==> src/dtc_pkg.sv <==
// shared constants and types of the dual timer/counter block
package dtc_pkg;

   // ----------------------------------------------------------------
   // register addresses
   // ----------------------------------------------------------------
   localparam logic [7:0] ADDR_RUN_FLAGS = 8'h88; // timer_run_flags_register
   localparam logic [7:0] ADDR_MODE = 8'h89; // timer_mode_register
   localparam logic [7:0] ADDR_LOW0 = 8'h8a; // count_low_byte, timer 0
   localparam logic [7:0] ADDR_LOW1 = 8'h8b; // count_low_byte, timer 1
   localparam logic [7:0] ADDR_HIGH0 = 8'h8c; // count_high_byte, timer 0
   localparam logic [7:0] ADDR_HIGH1 = 8'h8d; // count_high_byte, timer 1
   localparam logic [7:0] ADDR_CLK_PIN = 8'hce; // timer_clock_pin_register
   localparam logic [7:0] ADDR_IRQ_EN = 8'ha8; // interrupt_enable_register

   // ----------------------------------------------------------------
   // field positions
   // ----------------------------------------------------------------
   localparam int RUN_BIT_POS0 = 4; // run_bit of timer 0, timer 1 is +2
   localparam int FLAG_POS0 = 5; // overflow_flag of timer 0, timer 1 is +2
   localparam int TIMER_STRIDE = 2; // spacing of per-timer bits in run/flag reg
   localparam int MODE_NIBBLE = 4; // width of one timer's mode nibble
   localparam int GATE_POS = 3; // gate_bit inside a mode nibble
   localparam int CT_POS = 2; // counter/timer select inside a nibble
   localparam int PRESCALE_POS0 = 2; // prescale_select of timer 0
   localparam int TOGGLE_POS0 = 0; // pin_toggle_enable of timer 0
   localparam int IRQ_EN_POS0 = 1; // first_timer_irq_enable
   localparam int IRQ_EN_POS1 = 3; // second_timer_irq_enable

   // ----------------------------------------------------------------
   // reset values and timing
   // ----------------------------------------------------------------
   localparam logic [7:0] RST_BYTE = 8'h00; // all mapped registers clear
   localparam logic RST_PIN_LEVEL = 1'b1; // toggled pin idles high
   localparam logic [3:0] PRESCALE_DIV = 4'hc; // slow clock is sysclk / 12
   localparam logic [12:0] MAX13 = 13'h1fff; // last count of the 13-bit mode

   // ----------------------------------------------------------------
   // types
   // ----------------------------------------------------------------
   typedef enum logic [1:0]
   {
      MODE_13BIT = 2'h0,
      MODE_16BIT = 2'h1,
      MODE_RELOAD = 2'h2,
      MODE_SPLIT = 2'h3
   } dtc_mode_e; // mode_select_field codes

   typedef struct packed
   {
      logic [7:0] addr;
      logic [7:0] wdata;
      logic wr;
      logic rd;
   } dtc_bus_s; // register port request

endpackage

==> src/dtc_timer.sv <==
// two 16-bit timer/counters, 13-bit and 16-bit modes, with register port
//
// Behaviour
// - each timer is 16-bit, high and low bytes
// - irq only when timer irq enable set
// - two-bit mode field per timer selects mode
// - 13-bit mode: high byte plus low bits 4..0
// - low byte bits 7..5 undefined in 13-bit
// - overflow sets flag, requests enabled irq
// - counter select 1 counts pin falling edges
// - counter select 0 counts internal clock
// - count only when run and gate satisfied
// - gate input active while high
// - run does not clear count, resumes
// - internal clock is sysclk or sysclk/12
// - timer mode toggle inverts pin on overflow
// - toggle enable makes pin an output
// - 16-bit mode uses all sixteen bits
// - code 00 is 13-bit, 01 16-bit
// - flag cleared by software, software set interrupts
`timescale 1ns/10ps

module dtc_timer
(
   input wire logic clk_sys,
   input wire logic sys_rst,
   input dtc_pkg::dtc_bus_s regBus,
   output logic [7:0] rdData_q,
   input wire logic [1:0] cntPinIn,
   input wire logic [1:0] gatePinIn,
   output logic [1:0] cntPinOut_q,
   output logic [1:0] cntPinOe_n_q,
   output logic [1:0] timerIrq_q
);

   // ----------------------------------------------------------------
   // register state
   // ----------------------------------------------------------------
   logic [7:0] countLow_q [2]; // count_low_byte per timer
   logic [7:0] countHigh_q [2]; // count_high_byte per timer
   logic [1:0] run_q; // run_bit per timer
   logic [1:0] flag_q; // overflow_flag per timer
   logic [3:0] extIrqBits_q; // low nibble of run/flag reg, storage only
   logic [7:0] mode_q; // timer_mode_register
   logic [3:0] clkPin_q; // timer_clock_pin_register, low nibble
   logic [7:0] irqEn_q; // interrupt_enable_register
   logic [3:0] preCnt_q; // /12 divider

   // ----------------------------------------------------------------
   // per-timer decoded controls
   // ----------------------------------------------------------------
   logic [1:0] gateBit; // gate_bit
   logic [1:0] ctSel; // 1 = counter on pin edges
   logic [1:0] fastClk; // prescale_select: 1 = full sysclk
   logic [1:0] toggleEn; // pin_toggle_enable
   logic [1:0] irqEn; // per-timer interrupt enable
   logic [1:0] modeOk; // a supported mode is chosen
   logic [1:0] is13; // 13-bit mode
   logic [1:0] cntFall; // synchronised falling edge of count pin
   logic [1:0] gateLvl; // synchronised gate input level
   logic [1:0] tick; // one count step this cycle
   logic [1:0] ovf; // count wraps this cycle
   logic [1:0] wrLow; // software writes low byte
   logic [1:0] wrHigh; // software writes high byte
   logic [7:0] nextLow [2]; // incremented low byte
   logic [7:0] nextHigh [2]; // incremented high byte
   logic preTick; // slow clock enable pulse
   logic wrRunFlags; // write to run/flag register

   assign wrRunFlags = regBus.wr && (regBus.addr == dtc_pkg::ADDR_RUN_FLAGS);
   assign preTick = (preCnt_q == dtc_pkg::PRESCALE_DIV - 4'h1);

   // ----------------------------------------------------------------
   // pin synchronisers
   // ----------------------------------------------------------------
   for (genvar t = 0; t < 2; t++)
   begin : g_pin
      // count pin: only the edge is used
      dtc_sync_edge u_cnt
      (
         .clk_sys(clk_sys),
         .sys_rst(sys_rst),
         .pinIn(cntPinIn[t]),
         .level(),
         .fall(cntFall[t])
      );
      // gate pin: only the level is used
      dtc_sync_edge u_gate
      (
         .clk_sys(clk_sys),
         .sys_rst(sys_rst),
         .pinIn(gatePinIn[t]),
         .level(gateLvl[t]),
         .fall()
      );
   end

   // ----------------------------------------------------------------
   // count path, combinational
   // ----------------------------------------------------------------
   // decode fields, pick clock source, form next count and overflow
   always_comb
   begin
      logic [1:0] mf;
      logic [12:0] c13;
      logic [15:0] c16;
      mf = 2'h0;
      c13 = 13'h0;
      c16 = 16'h0;
      for (int t = 0; t < 2; t++)
      begin
         mf = mode_q[t*dtc_pkg::MODE_NIBBLE +: 2];
         gateBit[t] = mode_q[t*dtc_pkg::MODE_NIBBLE + dtc_pkg::GATE_POS];
         ctSel[t] = mode_q[t*dtc_pkg::MODE_NIBBLE + dtc_pkg::CT_POS];
         fastClk[t] = clkPin_q[dtc_pkg::PRESCALE_POS0 + t];
         toggleEn[t] = clkPin_q[dtc_pkg::TOGGLE_POS0 + t];
         is13[t] = (mf == dtc_pkg::MODE_13BIT);
         // reload and split modes are not built: timer holds
         modeOk[t] = is13[t] || (mf == dtc_pkg::MODE_16BIT);
         // run and gate; gate input is active high
         tick[t] = run_q[t] && (!gateBit[t] || gateLvl[t]) && modeOk[t];
         if (ctSel[t])
            tick[t] = tick[t] && cntFall[t];
         else
            tick[t] = tick[t] && (fastClk[t] || preTick);
         c13 = {countHigh_q[t], countLow_q[t][4:0]} + 13'h1;
         c16 = {countHigh_q[t], countLow_q[t]} + 16'h1;
         if (is13[t])
         begin
            // bits 7..5 of low byte are left as they are
            nextLow[t] = {countLow_q[t][7:5], c13[4:0]};
            nextHigh[t] = c13[12:5];
            ovf[t] = tick[t] && ({countHigh_q[t], countLow_q[t][4:0]} == dtc_pkg::MAX13);
         end
         else
         begin
            nextLow[t] = c16[7:0];
            nextHigh[t] = c16[15:8];
            ovf[t] = tick[t] && ({countHigh_q[t], countLow_q[t]} == 16'hffff);
         end
      end
   end

   // byte write decodes per timer
   assign wrLow[0] = regBus.wr && (regBus.addr == dtc_pkg::ADDR_LOW0);
   assign wrLow[1] = regBus.wr && (regBus.addr == dtc_pkg::ADDR_LOW1);
   assign wrHigh[0] = regBus.wr && (regBus.addr == dtc_pkg::ADDR_HIGH0);
   assign wrHigh[1] = regBus.wr && (regBus.addr == dtc_pkg::ADDR_HIGH1);

   // ----------------------------------------------------------------
   // prescaler
   // ----------------------------------------------------------------
   // free-running /12, shared by both timers
   always_ff @(posedge clk_sys or posedge sys_rst)
   begin
      if (sys_rst)
         preCnt_q <= 4'h0;
      else if (preTick)
         preCnt_q <= 4'h0;
      else
         preCnt_q <= preCnt_q + 4'h1;
   end

   // ----------------------------------------------------------------
   // count registers
   // ----------------------------------------------------------------
   // software write wins over a step in the same cycle;
   // run never clears the count, so it resumes where it stopped
   always_ff @(posedge clk_sys or posedge sys_rst)
   begin
      if (sys_rst)
      begin
         for (int t = 0; t < 2; t++)
         begin
            countLow_q[t] <= dtc_pkg::RST_BYTE;
            countHigh_q[t] <= dtc_pkg::RST_BYTE;
         end
      end
      else
      begin
         for (int t = 0; t < 2; t++)
         begin
            if (wrLow[t])
               countLow_q[t] <= regBus.wdata;
            else if (tick[t])
               countLow_q[t] <= nextLow[t];
            if (wrHigh[t])
               countHigh_q[t] <= regBus.wdata;
            else if (tick[t])
               countHigh_q[t] <= nextHigh[t];
         end
      end
   end

   // ----------------------------------------------------------------
   // run bits and overflow flags
   // ----------------------------------------------------------------
   // overflow set beats a software clear in the same cycle
   always_ff @(posedge clk_sys or posedge sys_rst)
   begin
      if (sys_rst)
      begin
         run_q <= 2'h0;
         flag_q <= 2'h0;
         extIrqBits_q <= 4'h0;
      end
      else
      begin
         for (int t = 0; t < 2; t++)
         begin
            if (wrRunFlags)
               run_q[t] <= regBus.wdata[dtc_pkg::RUN_BIT_POS0 + t*dtc_pkg::TIMER_STRIDE];
            if (ovf[t])
               flag_q[t] <= 1'b1;
            else if (wrRunFlags)
               flag_q[t] <= regBus.wdata[dtc_pkg::FLAG_POS0 + t*dtc_pkg::TIMER_STRIDE];
         end
         // external interrupt bits live here but belong elsewhere
         if (wrRunFlags)
            extIrqBits_q <= regBus.wdata[3:0];
      end
   end

   // ----------------------------------------------------------------
   // configuration registers
   // ----------------------------------------------------------------
   // mode, clock/pin and interrupt enable: plain read/write storage
   always_ff @(posedge clk_sys or posedge sys_rst)
   begin
      if (sys_rst)
      begin
         mode_q <= dtc_pkg::RST_BYTE;
         clkPin_q <= 4'h0;
         irqEn_q <= dtc_pkg::RST_BYTE;
      end
      else if (regBus.wr)
      begin
         unique case (regBus.addr)
            dtc_pkg::ADDR_MODE: mode_q <= regBus.wdata;
            dtc_pkg::ADDR_CLK_PIN: clkPin_q <= regBus.wdata[3:0];
            dtc_pkg::ADDR_IRQ_EN: irqEn_q <= regBus.wdata;
            default: ; // other addresses leave these alone
         endcase
      end
   end

   assign irqEn[0] = irqEn_q[dtc_pkg::IRQ_EN_POS0];
   assign irqEn[1] = irqEn_q[dtc_pkg::IRQ_EN_POS1];

   // ----------------------------------------------------------------
   // interrupt requests
   // ----------------------------------------------------------------
   // flag set by hardware or software both request, if enabled
   always_ff @(posedge clk_sys or posedge sys_rst)
   begin
      if (sys_rst)
         timerIrq_q <= 2'h0;
      else
         timerIrq_q <= flag_q & irqEn;
   end

   // ----------------------------------------------------------------
   // count pin drive
   // ----------------------------------------------------------------
   // direction follows toggle enable with no port write needed;
   // toggling is limited to timer operation, not pin counting
   always_ff @(posedge clk_sys or posedge sys_rst)
   begin
      if (sys_rst)
      begin
         cntPinOut_q <= {2{dtc_pkg::RST_PIN_LEVEL}};
         cntPinOe_n_q <= 2'h3;
      end
      else
      begin
         for (int t = 0; t < 2; t++)
         begin
            cntPinOe_n_q[t] <= !toggleEn[t];
            if (ovf[t] && toggleEn[t] && !ctSel[t])
               cntPinOut_q[t] <= !cntPinOut_q[t];
         end
      end
   end

   // ----------------------------------------------------------------
   // read port
   // ----------------------------------------------------------------
   // data stands one cycle after the strobe, zero otherwise
   always_ff @(posedge clk_sys or posedge sys_rst)
   begin
      if (sys_rst)
         rdData_q <= dtc_pkg::RST_BYTE;
      else if (regBus.rd)
      begin
         unique case (regBus.addr)
            dtc_pkg::ADDR_RUN_FLAGS:
               rdData_q <= {flag_q[1], run_q[1], flag_q[0], run_q[0], extIrqBits_q};
            dtc_pkg::ADDR_MODE: rdData_q <= mode_q;
            dtc_pkg::ADDR_LOW0: rdData_q <= countLow_q[0];
            dtc_pkg::ADDR_LOW1: rdData_q <= countLow_q[1];
            dtc_pkg::ADDR_HIGH0: rdData_q <= countHigh_q[0];
            dtc_pkg::ADDR_HIGH1: rdData_q <= countHigh_q[1];
            dtc_pkg::ADDR_CLK_PIN: rdData_q <= {4'h0, clkPin_q};
            dtc_pkg::ADDR_IRQ_EN: rdData_q <= irqEn_q;
            default: rdData_q <= 8'h00; // unmapped reads zero
         endcase
      end
      else
         rdData_q <= 8'h00;
   end
endmodule // dtc_timer

==> src/dtc_sync_edge.sv <==
// two-stage pin synchroniser with falling edge detect
`timescale 1ns/10ps

module dtc_sync_edge
(
   input wire logic clk_sys,
   input wire logic sys_rst,
   input wire logic pinIn,
   output logic level,
   output logic fall
);

   // ----------------------------------------------------------------
   // synchroniser and history
   // ----------------------------------------------------------------
   logic meta_q; // first stage, read only by second
   logic sync_q; // second stage, safe level
   logic prev_q; // previous safe sample

   // pins float in from outside, so two flops before any logic
   always_ff @(posedge clk_sys or posedge sys_rst)
   begin
      if (sys_rst)
      begin
         meta_q <= 1'b0;
         sync_q <= 1'b0;
         prev_q <= 1'b0;
      end
      else
      begin
         meta_q <= pinIn;
         sync_q <= meta_q;
         prev_q <= sync_q;
      end
   end

   assign level = sync_q;
   // one pulse per detected high-to-low step
   assign fall = prev_q & ~sync_q;
endmodule // dtc_sync_edge

==> config.mk <==
export PLATFORM = sky130hd
export DESIGN_NAME = dtc_timer
export DESIGN_NICKNAME = d
export VERILOG_FILES = /design/src/dtc_pkg.sv /design/src/dtc_timer.sv /design/src/dtc_sync_edge.sv
export SDC_FILE = /design/constraint.sdc
export NUM_CORES = 1
export LEC_CHECK = 0
export BUFFER_PORTS_ARGS = -buffer_cell sky130_fd_sc_hd__buf_2
export CORE_ASPECT_RATIO = 2
export CORE_MARGIN = 10
export CORE_UTILIZATION = 51
export DETAILED_ROUTE_END_ITERATION = 8
export PLACE_DENSITY_LB_ADDON = 0.25
export SLEW_MARGIN = 20
export SYNTH_ARGS = -nofsm -noshare
export SYNTH_HDL_FRONTEND = slang
export SYNTH_SLANG_ARGS = --single-unit
==> constraint.sdc <==
create_clock -name clk_sys -period 3.2 [get_ports clk_sys]
set_clock_uncertainty 0.05 [all_clocks]
set_input_delay 0 -clock clk_sys [delete_from_list [all_inputs] [get_ports clk_sys]]
set_output_delay 0 -clock clk_sys [all_outputs]
set_load 0.1 [all_outputs]
==> results of run 1 <==
-- layer usage --
| layer | track usage [%] | up-vias |
|---|---|---|
| li1 | - | 1612 |
| met1 | 20.33 | 1740 |
| met4 | 11.64 | 0 |
| met2 | 32.11 | 107 |
| met5 | 0 | - |
| met3 | 4.390 | 38 |
-- Yosys cell counts (2+ instances only) --
master    count
nor3_2        3
nand4_2       2
o22ai_1       5
or3_1         3
a22oi_1      10
buf_2        12
dfstp_2       4
inv_1         7
o21ai_1       2
nor3b_1       3
nand4_1      15
nor2b_1       2
xor2_1       28
clkbuf_1      2
a22o_1        2
nand2_2       2
nand3b_1      3
dfrtp_1      84
mux2i_1      10
nor2_1       47
and2_1        5
o21ai_0      10
a221oi_1      6
and3_1       11
nand3_1      19
xnor2_1       4
mux2_2       34
a21oi_1      32
ha_1          3
nand2_1      24
-- through the flow --
step | cell area [um^2] | power [uW]
floorplan | 4479 | 1809
global placement | 4723 | 1969
finish | 5201 | 3275
CTS | 5201 | 3285
global route | 5201 | 3424
detailed placement | 4723 | 1986
-- cell families after synthesis --
group                      share of synthesized area (%)
muxes                                              10.78
xor gates and xnor gates                           6.257
buffers and inverters                              2.598
adders and majority gates                         0.8381
AOI/OAI and AO/OA                                  11.42
and+or+nand+nor                                    18.83
DFF                                                49.27
-- worst max-delay path by stage --
stage / startpoint / end / slack [ns] / cells past startpoint
2_1_floorplan: sys_rst / clkPin_q[0] / 0.88 / 1
3_3_place_gp: preCnt_q[0] / cntPinOut_q[0] / 1.18 / 6
3_5_place_dp: preCnt_q[0] / cntPinOut_q[0] / 1.04 / 6
4_1_cts: preCnt_q[0] / cntPinOut_q[0] / 1.05 / 6
5_1_grt: preCnt_q[0] / cntPinOut_q[0] / 0.87 / 6
6_report: preCnt_q[0] / cntPinOut_q[0] / 1.03 / 6
-- worst max-delay path: cells and delay by family, from the launching register on --
family,cells,cell delay (ns)
adders and majority gates,1,0.20
AOI/OAI and AO/OA,1,0.57
DFF,1,0.38
xor gates and xnor gates,1,0.17
and+or+nand+nor,3,0.71
-- registers in the layout, summed over array words and instances, names as in the netlist --
| name | count |
|---|---|
| mode_q | 8 |
| run_q | 2 |
| preCnt_q | 4 |
| g_pin.u_cnt.meta_q | 2 |
| rdData_q | 8 |
| g_pin.u_cnt.level | 2 |
| clkPin_q | 4 |
| cntPinOe_n_q | 2 |
| irqEn_q | 8 |
| cntPinOut_q | 2 |
| g_pin.u_gate.level | 2 |
| extIrqBits_q | 4 |
| flag_q | 2 |
| g_pin.u_gate.meta_q | 2 |
| timerIrq_q | 2 |
| countHigh_q | 16 |
| g_pin.u_cnt.prev_q | 2 |
| countLow_q | 16 |
-- cell usage in the layout (no fill, tap or decap), types with 3 or more instances in the layout --
cell type | synthesis | routed
and3_1 | 11 | 11
mux2_2 | 34 | 34
buf_4 | 1 | 3
o21ai_0 | 10 | 10
inv_1 | 7 | 6
dfstp_2 | 4 | 4
nor3b_1 | 3 | 3
nand3_1 | 19 | 19
mux2i_1 | 10 | 10
ha_1 | 3 | 3
xor2_1 | 28 | 28
nor2_1 | 47 | 47
dlygate4sd3_1 | 0 | 11
xnor2_1 | 4 | 4
nor3_2 | 3 | 3
nand4_1 | 15 | 15
bufinv_16 | 0 | 4
dfrtp_1 | 84 | 84
buf_2 | 12 | 37
a21oi_1 | 32 | 32
nand2_1 | 24 | 24
clkbuf_16 | 0 | 9
a221oi_1 | 6 | 6
or3_1 | 3 | 3
nand3b_1 | 3 | 3
o22ai_1 | 5 | 5
and2_1 | 5 | 5
a22oi_1 | 10 | 10
-- where the power goes --
group          total, uW  switching [uW]  internal [uW]
sequential          1380             150           1230
combinational        609             349            260
clock               1290             428            860
total               3270             927           2350
-- layout make-up --
cell class | count | area (um^2) | share of cell area [%]
Clock buffer | 10 | 239.0 | 4.595
Clock inverter | 5 | 128.9 | 2.478
Inverter | 7 | 27.53 | 0.5292
Multi-Input combinational cell | 310 | 2156 | 41.45
Sequential cell | 88 | 2207 | 42.43
Tap cell | 100 | 125.1 | 2.406
Timing Repair Buffer | 51 | 317.8 | 6.110
==> impl_results.md, run 1 <==
* Yosys warning count at 0
* Worst setup path class: register to register
* Hold depth at 3
* Post-CTS Setup Bufs at 0
* First-pass iteration count of the detailed router at 4
* Clk slew on worst S/H paths at 0.06 ns
* Post-CTS Hold Buffers at 11
* Cells after synthesis at 422
* Min Hold Slack at 0.006084 ns
* Required time of the worst setup path at 3.43 ns
* Seq/Total Area, Yosys at 49.27%
* Antenna violations before repair at 0
* Core area at 8588 um^2
* VDD IR max at 0.3585 mV
* Critical Path Start Type: register
* Total grt overflow at 0
* Leak at 0.002239 uW
* Crit path max fanout at 17
* Antenna cells at 0
* All-Layer GR Usage at 18.94%
* Setup TNS at 0 ns
* Power Density at 629.6 nW/um^2
* Met3 wire len at 479 um
* Hold_sp: regBus[5]
* Clk sinks at 88
* Worst reg-to-reg path cell count at 6
* RePlAce Congestion at 0.9742
* Routed met2 length at 6370 um
* Max Slew Vio Count at 0
* Most used DFF post-synth: dfrtp_1
* Post-synth EDFFs at 0
* Area contributors post-synth: dfrtp_1 47%, mux2_2 8.5%, xor2_1 5.5%
* Post-Syn Area per Cell at 10.61 um^2
* Setup-failing EPs final at 0
* Fin crit period at 2.170 ns
* DP HPWL at 8825 um
* Fill cell count at 749
* Slew @ Worst Pin at 0.7115 ns
* CTS tree: yes
* Vias at 3497
* Total Wirelength at 12000 um
* Bufs on Longest Clock Path at 2
* Critical register-to-register path startpoint: preCnt_q[0]
* Netlist cell types at 58
* Largest net degree at the start of global routing at 37
* Dpl ws at 1.039 ns
* Critical-path top delay cell: o311a_1
* RSZ-0062 raised after global routing: false
* Final Cycle Share at 67.81%
* Htree depth at 3
* Synth async-reset ratio at 100.0%
* Clock latency on the worst-skew pair at 0.34 ns
* Number of gates resized after CTS at 0
* Synth area leader: dfrtp_1
* Root buf cell: clkbuf_16
* Max-cap check violation count at 0
* Die Y at 152.5 um
* DRC Markers at 0
* Starting density of the core at 52.16%
* First-pass GRT wire length at 19370 um
* Rows at 48
* Hold Path End: countLow_q[3]
* Post-layout util at 60.56%
* Yosys reg bits at 88
* Mapped Area at 4479 um^2
* Slew HR at 52.36%
* Area growth syn-to-layout at 16.12%
* Crit path capture type: register
* Via/cell ratio at 6.124
* Die ar. at 13160 um^2
* WL/cell at 21.02 um
* Cells after DPL at 545
* Share of cells above drive strength 1 at 24.42%
* Net Count, Synth at 449
* # port buffers at 37
* Initial drt markers at 301
* Nets at 494
* Top Layer Used: met4
* Crit path arrival time at 2.40 ns
* Slowest stage delay, CP at 0.57 ns
* Worst min-delay path class: input pin to register
* Non-filler cells in the finished layout at 571
* Inserted Clock Buffers at 9
* Register-to-register setup slack at 1.03 ns
* Final ANT Viol Nets at 0
* Reg2reg end: cntPinOut_q[0]
* # IOs at 38
* Synth top area share at 46.93%
* Wl on met1 at 4435 um
* Fmax at 460.9 MHz
* Run status: complete, no violations
* Die width at 86.27 um
* Final Worst Setup Slack at 1.030 ns
* Count of final hold-check violations at 0
* Vias in the first global route at 3625
* Worst path cell trace: ha_1 > and3b_1 > o311a_1 > nand3_1 > nor4_1 > xor2_1
(Power assumes the default switching activity.)
==> inputs of run 2 (changes only) <==
- clock period: 3.2 -> 2 ns (I/O delays scaled with it)
==> impl_results.md, run 2 (same netlist as run 1, synthesis figures left out) <==
* Run status: complete, no violations (unchanged)
* Clock latency on the worst-skew pair at 0.35 ns (was 0.34 ns)
* All-Layer GR Usage at 19.48% (was 18.94%)
* Largest regs: countHigh_q: 16 flops, countLow_q: 16 flops (unchanged)
* # port buffers at 37 (unchanged)
* Worst path cell trace: ha_2 > and3b_2 > or3_4 > and2_4 > nand4_1 > xor2_1 > a21oi_1 (was ha_1 > and3b_1 > o311a_1 > nand3_1 > nor4_1 > xor2_1)
* Critical-path top delay cell: dfrtp_1 (was o311a_1)
* Pint at 3432 uW (was 2348 uW)
* Critical path's top delay family: simple AND/OR/NAND/NOR gates (unchanged)
* Setup-failing EPs final at 0 (unchanged)
* Share of cells above drive strength 1 at 28.40% (was 24.42%)
* Clock power share at 35.1% (was 39.3%)
* Crit path capture type: register (unchanged)
* First-pass iteration count of the detailed router at 4 (unchanged)
* Slowest stage delay, CP at 0.40 ns (was 0.57 ns)
* WL/cell at 21.10 um (was 21.02 um)
* Final Cycle Share at 96.60% (was 67.81%)
* Clk sinks at 88 (unchanged)
* Htree depth at 3 (unchanged)
* Largest net degree at the start of global routing at 34 (was 37)
* Vias in the first global route at 3693 (was 3625)
* Bufs on Longest Clock Path at 2 (unchanged)
* DP HPWL at 9144 um (was 8825 um)
* Required time of the worst setup path at 2.17 ns (was 3.43 ns)
* CTS tree: yes (unchanged)
* # IOs at 38 (unchanged)
* VDD IR max at 0.6887 mV (was 0.3585 mV)
* Sequential power share at 43.2% (was 42.1%)
* Setup TNS at 0 ns (unchanged)
* Fill cell count at 732 (was 749)
* Fmax at 517.6 MHz (was 460.9 MHz)
* Root buf cell: clkbuf_16 (unchanged)
* Via/cell ratio at 6.025 (was 6.124)
* Total grt overflow at 0 (unchanged)
* Initial drt markers at 310 (was 301)
* Antenna violations before repair at 0 (unchanged)
* Fin crit period at 1.932 ns (was 2.170 ns)
* Area growth syn-to-layout at 19.25% (was 16.12%)
* Vias at 3573 (was 3497)
* NetSw at 1612 uW (was 926.8 uW)
* Hold Path End: countLow_q[2] (was countLow_q[3])
* Worst path bufs/invs at 0 (unchanged)
* Combinational power share at 21.7% (was 18.6%)
* Max Slew Vio Count at 0 (unchanged)
* Rows at 48 (unchanged)
* Worst reg-to-reg path cell count at 7 (was 6)
* Net Sw Frac at 31.96% (was 28.30%)
* Hold_sp: regBus[4] (was regBus[5])
* Crit path arrival time at 2.10 ns (was 2.40 ns)
* Power Density at 944.3 nW/um^2 (was 629.6 nW/um^2)
* Die Y at 152.5 um (unchanged)
* Count of final hold-check violations at 0 (unchanged)
* Clk slew on worst S/H paths at 0.07 ns (was 0.06 ns)
* First-pass GRT wire length at 19840 um (was 19370 um)
* Die ar. at 13160 um^2 (unchanged)
* Crit path max fanout at 7 (was 17)
* Leak at 0.002298 uW (was 0.002239 uW)
* Total Wirelength at 12510 um (was 12000 um)
* Worst setup path class: register to register (unchanged)
* Inserted Clock Buffers at 9 (unchanged)
* RSZ-0062 raised after global routing: true (was false)
* Die width at 86.27 um (unchanged)
* Max-cap check violation count at 0 (unchanged)
* Final ANT Viol Nets at 0 (unchanged)
* Commonest non-fill, non-tap cells in the layout: 84 x dfrtp_1, 47 x nor2_1, 37 x buf_2 (unchanged)
* Setup crit start: preCnt_q[0] (unchanged)
* Critical register-to-register path startpoint: preCnt_q[0] (unchanged)
* Core area at 8588 um^2 (unchanged)
* Power Total at 5044 uW (was 3275 uW)
* DRC Markers at 0 (unchanged)
* Starting density of the core at 52.16% (unchanged)
* Register-to-register setup slack at 0.07 ns (was 1.03 ns)
* Commonest non-fill, non-tap cell in the layout: dfrtp_1 (unchanged)
* Reg2reg end: countHigh_q[5] (was cntPinOut_q[0])
* Antenna cells at 0 (unchanged)
* Hold depth at 3 (unchanged)
* Critical Path Start Type: register (unchanged)
* Slew @ Worst Pin at 0.6099 ns (was 0.7115 ns)
* Nets at 515 (was 494)
* RePlAce Congestion at 0.9390 (was 0.9742)
* Worst min-delay path class: input pin to register (unchanged)
* Slew HR at 59.25% (was 52.36%)
[run 2: cell count changes in the layout (fill, tap and decap cells not counted), sizes merged]
cell,before,now
inv,6,10
bufinv,4,1
clkinvlp,0,2
and2,6,7
buf,40,59
clkbuf,10,9
clkinv,2,1
dlygate4sd3,11,12
[run 2: power by group through the flow]
| stage | Combinational (uW) | Sequential (uW) | Clock [uW] |
|---|---|---|---|
| floorplan | 713 | 2180 | 0 |
| global placement | 1030 | 2190 | 0 |
| detailed placement | 1060 | 2200 | 0 |
| CTS | 1080 | 2170 | 1790 |
| global route | 1200 | 2200 | 1870 |
| finish | 1090 | 2180 | 1770 |
[run 2: worst max-delay path by stage]
| stage | endpoint | slack (ns) | cells after the start |
|---|---|---|---|
| after floorplan | countHigh_q[5] | 0.1 | 8 |
| after global placement | countHigh_q[5] | 0.08 | 7 |
| after detailed placement | countHigh_q[5] | -0.008 | 7 |
| after CTS | countHigh_q[5] | -0.004 | 7 |
| after global routing | countHigh_q[5] | -0.03 | 7 |
| final | countHigh_q[5] | 0.07 | 7 |
[run 2: timing repair]
action | in CTS | in global routing
gates cloned | 1 | 0
endpoints found under the hold margin | 46 | 1
setup buffers | 1 | 3
pin swaps | 0 | 4
resized for setup | 1 | 4
endpoints found under the setup margin | 2 | 23
hold buffers | 11 | 1
[run 2: worst min-delay path, delay by kind of cell]
family,cells,cell delay (ns)
AOI/OAI and AO/OA,1,0.05
buffers and inverters,1,0.21
and+or+nand+nor,1,0.13
[run 2: routing by layer]
| metal | GRT usage [%] | up-vias | share of wire, % |
|---|---|---|---|
| li1 | - | 1653 | - |
| met1 | 21.73 | 1772 | 39 |
| met2 | 31.58 | 102 | 51 |
| met3 | 4.550 | 46 | 3.9 |
| met4 | 13.19 | 0 | 6.5 |
| met5 | 0 | - | 0 |
[run 2: per-stage QoR]
| step | worst slack (ns) | util [%] | instance area (um^2) | hold WS [ns] | instances |
|---|---|---|---|---|---|
| after floorplan | 0.09726 | - | 4483 | -0.01857 | 422 |
| after global placement | 0.07936 | 56.48 | 4851 | 0.05306 | 560 |
| after detailed placement | -0.007625 | 56.48 | 4851 | 0.05620 | 560 |
| after CTS | -0.003702 | 61.58 | 5289 | 0.001504 | 589 |
| after global routing | -0.03397 | 62.19 | 5341 | 0.04493 | 593 |
| final | 0.06794 | 62.19 | 5341 | 0.01961 | 593 |
[run 2: cell type report]
class	count	area, um^2	share of cell area, %
multi-input combinational	311	2185	40.90
timing repair buffer	71	483.0	9.042
tap	100	125.1	2.342
clock inverter	7	86.33	1.616
sequential	88	2207	41.32
inverter	7	30.03	0.5622
clock buffer	9	225.2	4.216
==> inputs of run 3 (changes only) <==
- CORE_UTILIZATION: 51 -> 64
- clock period: 2 -> 2.4 ns (I/O delays scaled with it)
==> impl_results.md, run 3 (same netlist as run 1, synthesis figures left out) <==
* Setup TNS at 0 ns (unchanged)
* GR Util met3 at 4.740% (was 4.550%)
* Vias in the first global route at 3574 (was 3693)
* Via/cell ratio at 6.252 (was 6.025)
* Max-cap check violation count at 0 (unchanged)
* Vias at 3545 (was 3573)
* First-pass iteration count of the detailed router at 5 (was 4)
* All-Layer GR Usage at 22.80% (was 19.48%)
* Power Density at 790.2 nW/um^2 (was 944.3 nW/um^2)
* Run status: complete, no violations (unchanged)
* Antenna violations before repair at 0 (unchanged)
* Count of final hold-check violations at 0 (unchanged)
* Commonest non-fill, non-tap cell in the layout: dfrtp_1 (unchanged)
* Crit path arrival time at 2.32 ns (was 2.10 ns)
* Critical register-to-register path startpoint: preCnt_q[0] (unchanged)
* Fmax at 476.1 MHz (was 517.6 MHz)
* Share of cells above drive strength 1 at 25.16% (was 28.40%)
* Hold Path End: countLow_q[10] (was countLow_q[2])
* Antenna cells at 0 (unchanged)
* Worst setup path class: register to register (unchanged)
* Final ANT Viol Nets at 0 (unchanged)
* Slowest stage delay, CP at 0.56 ns (was 0.40 ns)
* CTS tree: yes (unchanged)
* Global routing's busiest layer: met2 (unchanged)
* RSZ-0062 raised after global routing: false (was true)
* Root buf cell: clkbuf_16 (unchanged)
* Slew @ Worst Pin at 0.7227 ns (was 0.6099 ns)
* Die width at 79.16 um (was 86.27 um)
* Number of gates resized after CTS at 0 (was 1)
* Largest net degree at the start of global routing at 48 (was 34)
* Hold_sp: regBus[4] (unchanged)
* Hold depth at 3 (unchanged)
* Critical-path top delay cell: o311a_1 (was dfrtp_1)
* Critical Path Start Type: register (unchanged)
* Die ar. at 10950 um^2 (was 13160 um^2)
* Nets at 499 (was 515)
* Core area at 6887 um^2 (was 8588 um^2)
* Initial drt markers at 314 (was 310)
* Rows at 43 (was 48)
* DP HPWL at 8750 um (was 9144 um)
* Register-to-register setup slack at 0.30 ns (was 0.07 ns)
* Fin crit period at 2.100 ns (was 1.932 ns)
* DRC Markers at 0 (unchanged)
* Worst reg-to-reg path cell count at 6 (was 7)
* Commonest non-fill, non-tap cells in the layout: 84 x dfrtp_1, 47 x nor2_1, 37 x buf_2 (unchanged)
* Setup-failing EPs final at 0 (unchanged)
* Clk slew on worst S/H paths at 0.06 ns (was 0.07 ns)
* Area growth syn-to-layout at 15.64% (was 19.25%)
* Met2 usage at 38.32% (was 31.58%)
* Final Cycle Share at 87.51% (was 96.60%)
* Die Y at 138.3 um (was 152.5 um)
* Leak at 0.002233 uW (was 0.002298 uW)
* Worst path cell trace: ha_1 > and3b_1 > o311a_1 > nand3_1 > nor4_1 > xor2_1 (was ha_2 > and3b_2 > or3_4 > and2_4 > nand4_1 > xor2_1 > a21oi_1)
* RePlAce Congestion at 0.9065 (was 0.9390)
* Largest regs: countHigh_q: 16 flops, countLow_q: 16 flops (unchanged)
* Htree depth at 3 (unchanged)
* Total grt overflow at 0 (unchanged)
* Clk sinks at 88 (unchanged)
* Required time of the worst setup path at 2.62 ns (was 2.17 ns)
* VDD IR max at 0.5946 mV (was 0.6887 mV)
* # IOs at 38 (unchanged)
* Slew HR at 51.76% (was 59.25%)
* Min Hold Slack at 0.004238 ns (was 0.01961 ns)
* Max Slew Vio Count at 0 (unchanged)
* Clock latency on the worst-skew pair at 0.35 ns (about the same)
* Total Wirelength at 12130 um (was 12510 um)
* Reg2reg end: cntPinOut_q[0] (was countHigh_q[5])
* Inserted Clock Buffers at 9 (unchanged)
* First-pass GRT wire length at 19130 um (was 19840 um)
* Starting density of the core at 65.04% (was 52.16%)
* WL/cell at 21.40 um (was 21.10 um)
* # port buffers at 37 (unchanged)
* Crit path capture type: register (unchanged)
* Crit path max fanout at 17 (was 7)
* Worst min-delay path class: input pin to register (unchanged)
* Bufs on Longest Clock Path at 2 (unchanged)
* Grt met1 use at 26.07% (was 21.73%)
==> run 3: repair_timing <==
action	CTS	global route
hold buffers	12	0
endpoints found under the setup margin	0	0
setup buffers	0	0
hold endpoints to repair	65	0
==> run 3: area by class of cell <==
| class | instances | area (um^2) |
|---|---|---|
| Clock buffer | 10 | 239.0 |
| Clock inverter | 6 | 67.56 |
| Fill cell | 482 | 1707 |
| Inverter | 7 | 27.53 |
| Multi-Input combinational cell | 310 | 2156 |
| Sequential cell | 88 | 2207 |
| Tap cell | 90 | 112.6 |
| Timing Repair Buffer | 56 | 370.4 |
==> run 3: worst max-delay path: cells and delay by family (launching register included) <==
kind | cells | cell delay (ns)
flip-flops | 1 | 0.37
AND/OR/NAND/NOR | 3 | 0.66
adder cells (fa/ha/maj) | 1 | 0.20
AO/OA/AOI/OAI | 1 | 0.56
XOR/XNOR | 1 | 0.19
==> run 3: routing by layer <==
metal,share of wire [%],routed length (um)
met2,53,6449
met5,0,0
met1,39,4687
met4,3.8,459
met3,4.4,537
==> run 3: worst max-delay path by stage <==
stage,start,endpoint,slack (ns),cells after the start
after detailed placement,preCnt_q[0],cntPinOut_q[0],0.31,6
after global placement,preCnt_q[0],cntPinOut_q[0],0.41,6
final,preCnt_q[0],cntPinOut_q[0],0.30,6
after CTS,preCnt_q[0],cntPinOut_q[0],0.30,6
after floorplan,sys_rst,clkPin_q[0],0.08,1
after global routing,preCnt_q[0],cntPinOut_q[0],0.11,6
==> run 3: where the power goes <==
group	switching [uW]	internal, uW	total, uW
sequential	209	1640	1840
combinational	472	350	822
clock	589	838	1430
==> run 3: stage by stage <==
| stage | util, % | area [um^2] | total power, uW | cells | setup WS [ns] |
|---|---|---|---|---|---|
| CTS | 75.22 | 5180 | 4091 | 567 | 0.2971 |
| floorplan | - | 4479 | 2412 | 422 | 0.07807 |
| detailed placement | 69.02 | 4753 | 2658 | 539 | 0.3106 |
| finish | 75.22 | 5180 | 4093 | 567 | 0.2997 |
| global route | 75.22 | 5180 | 4270 | 567 | 0.1075 |
| global placement | 69.02 | 4753 | 2629 | 539 | 0.4103 |
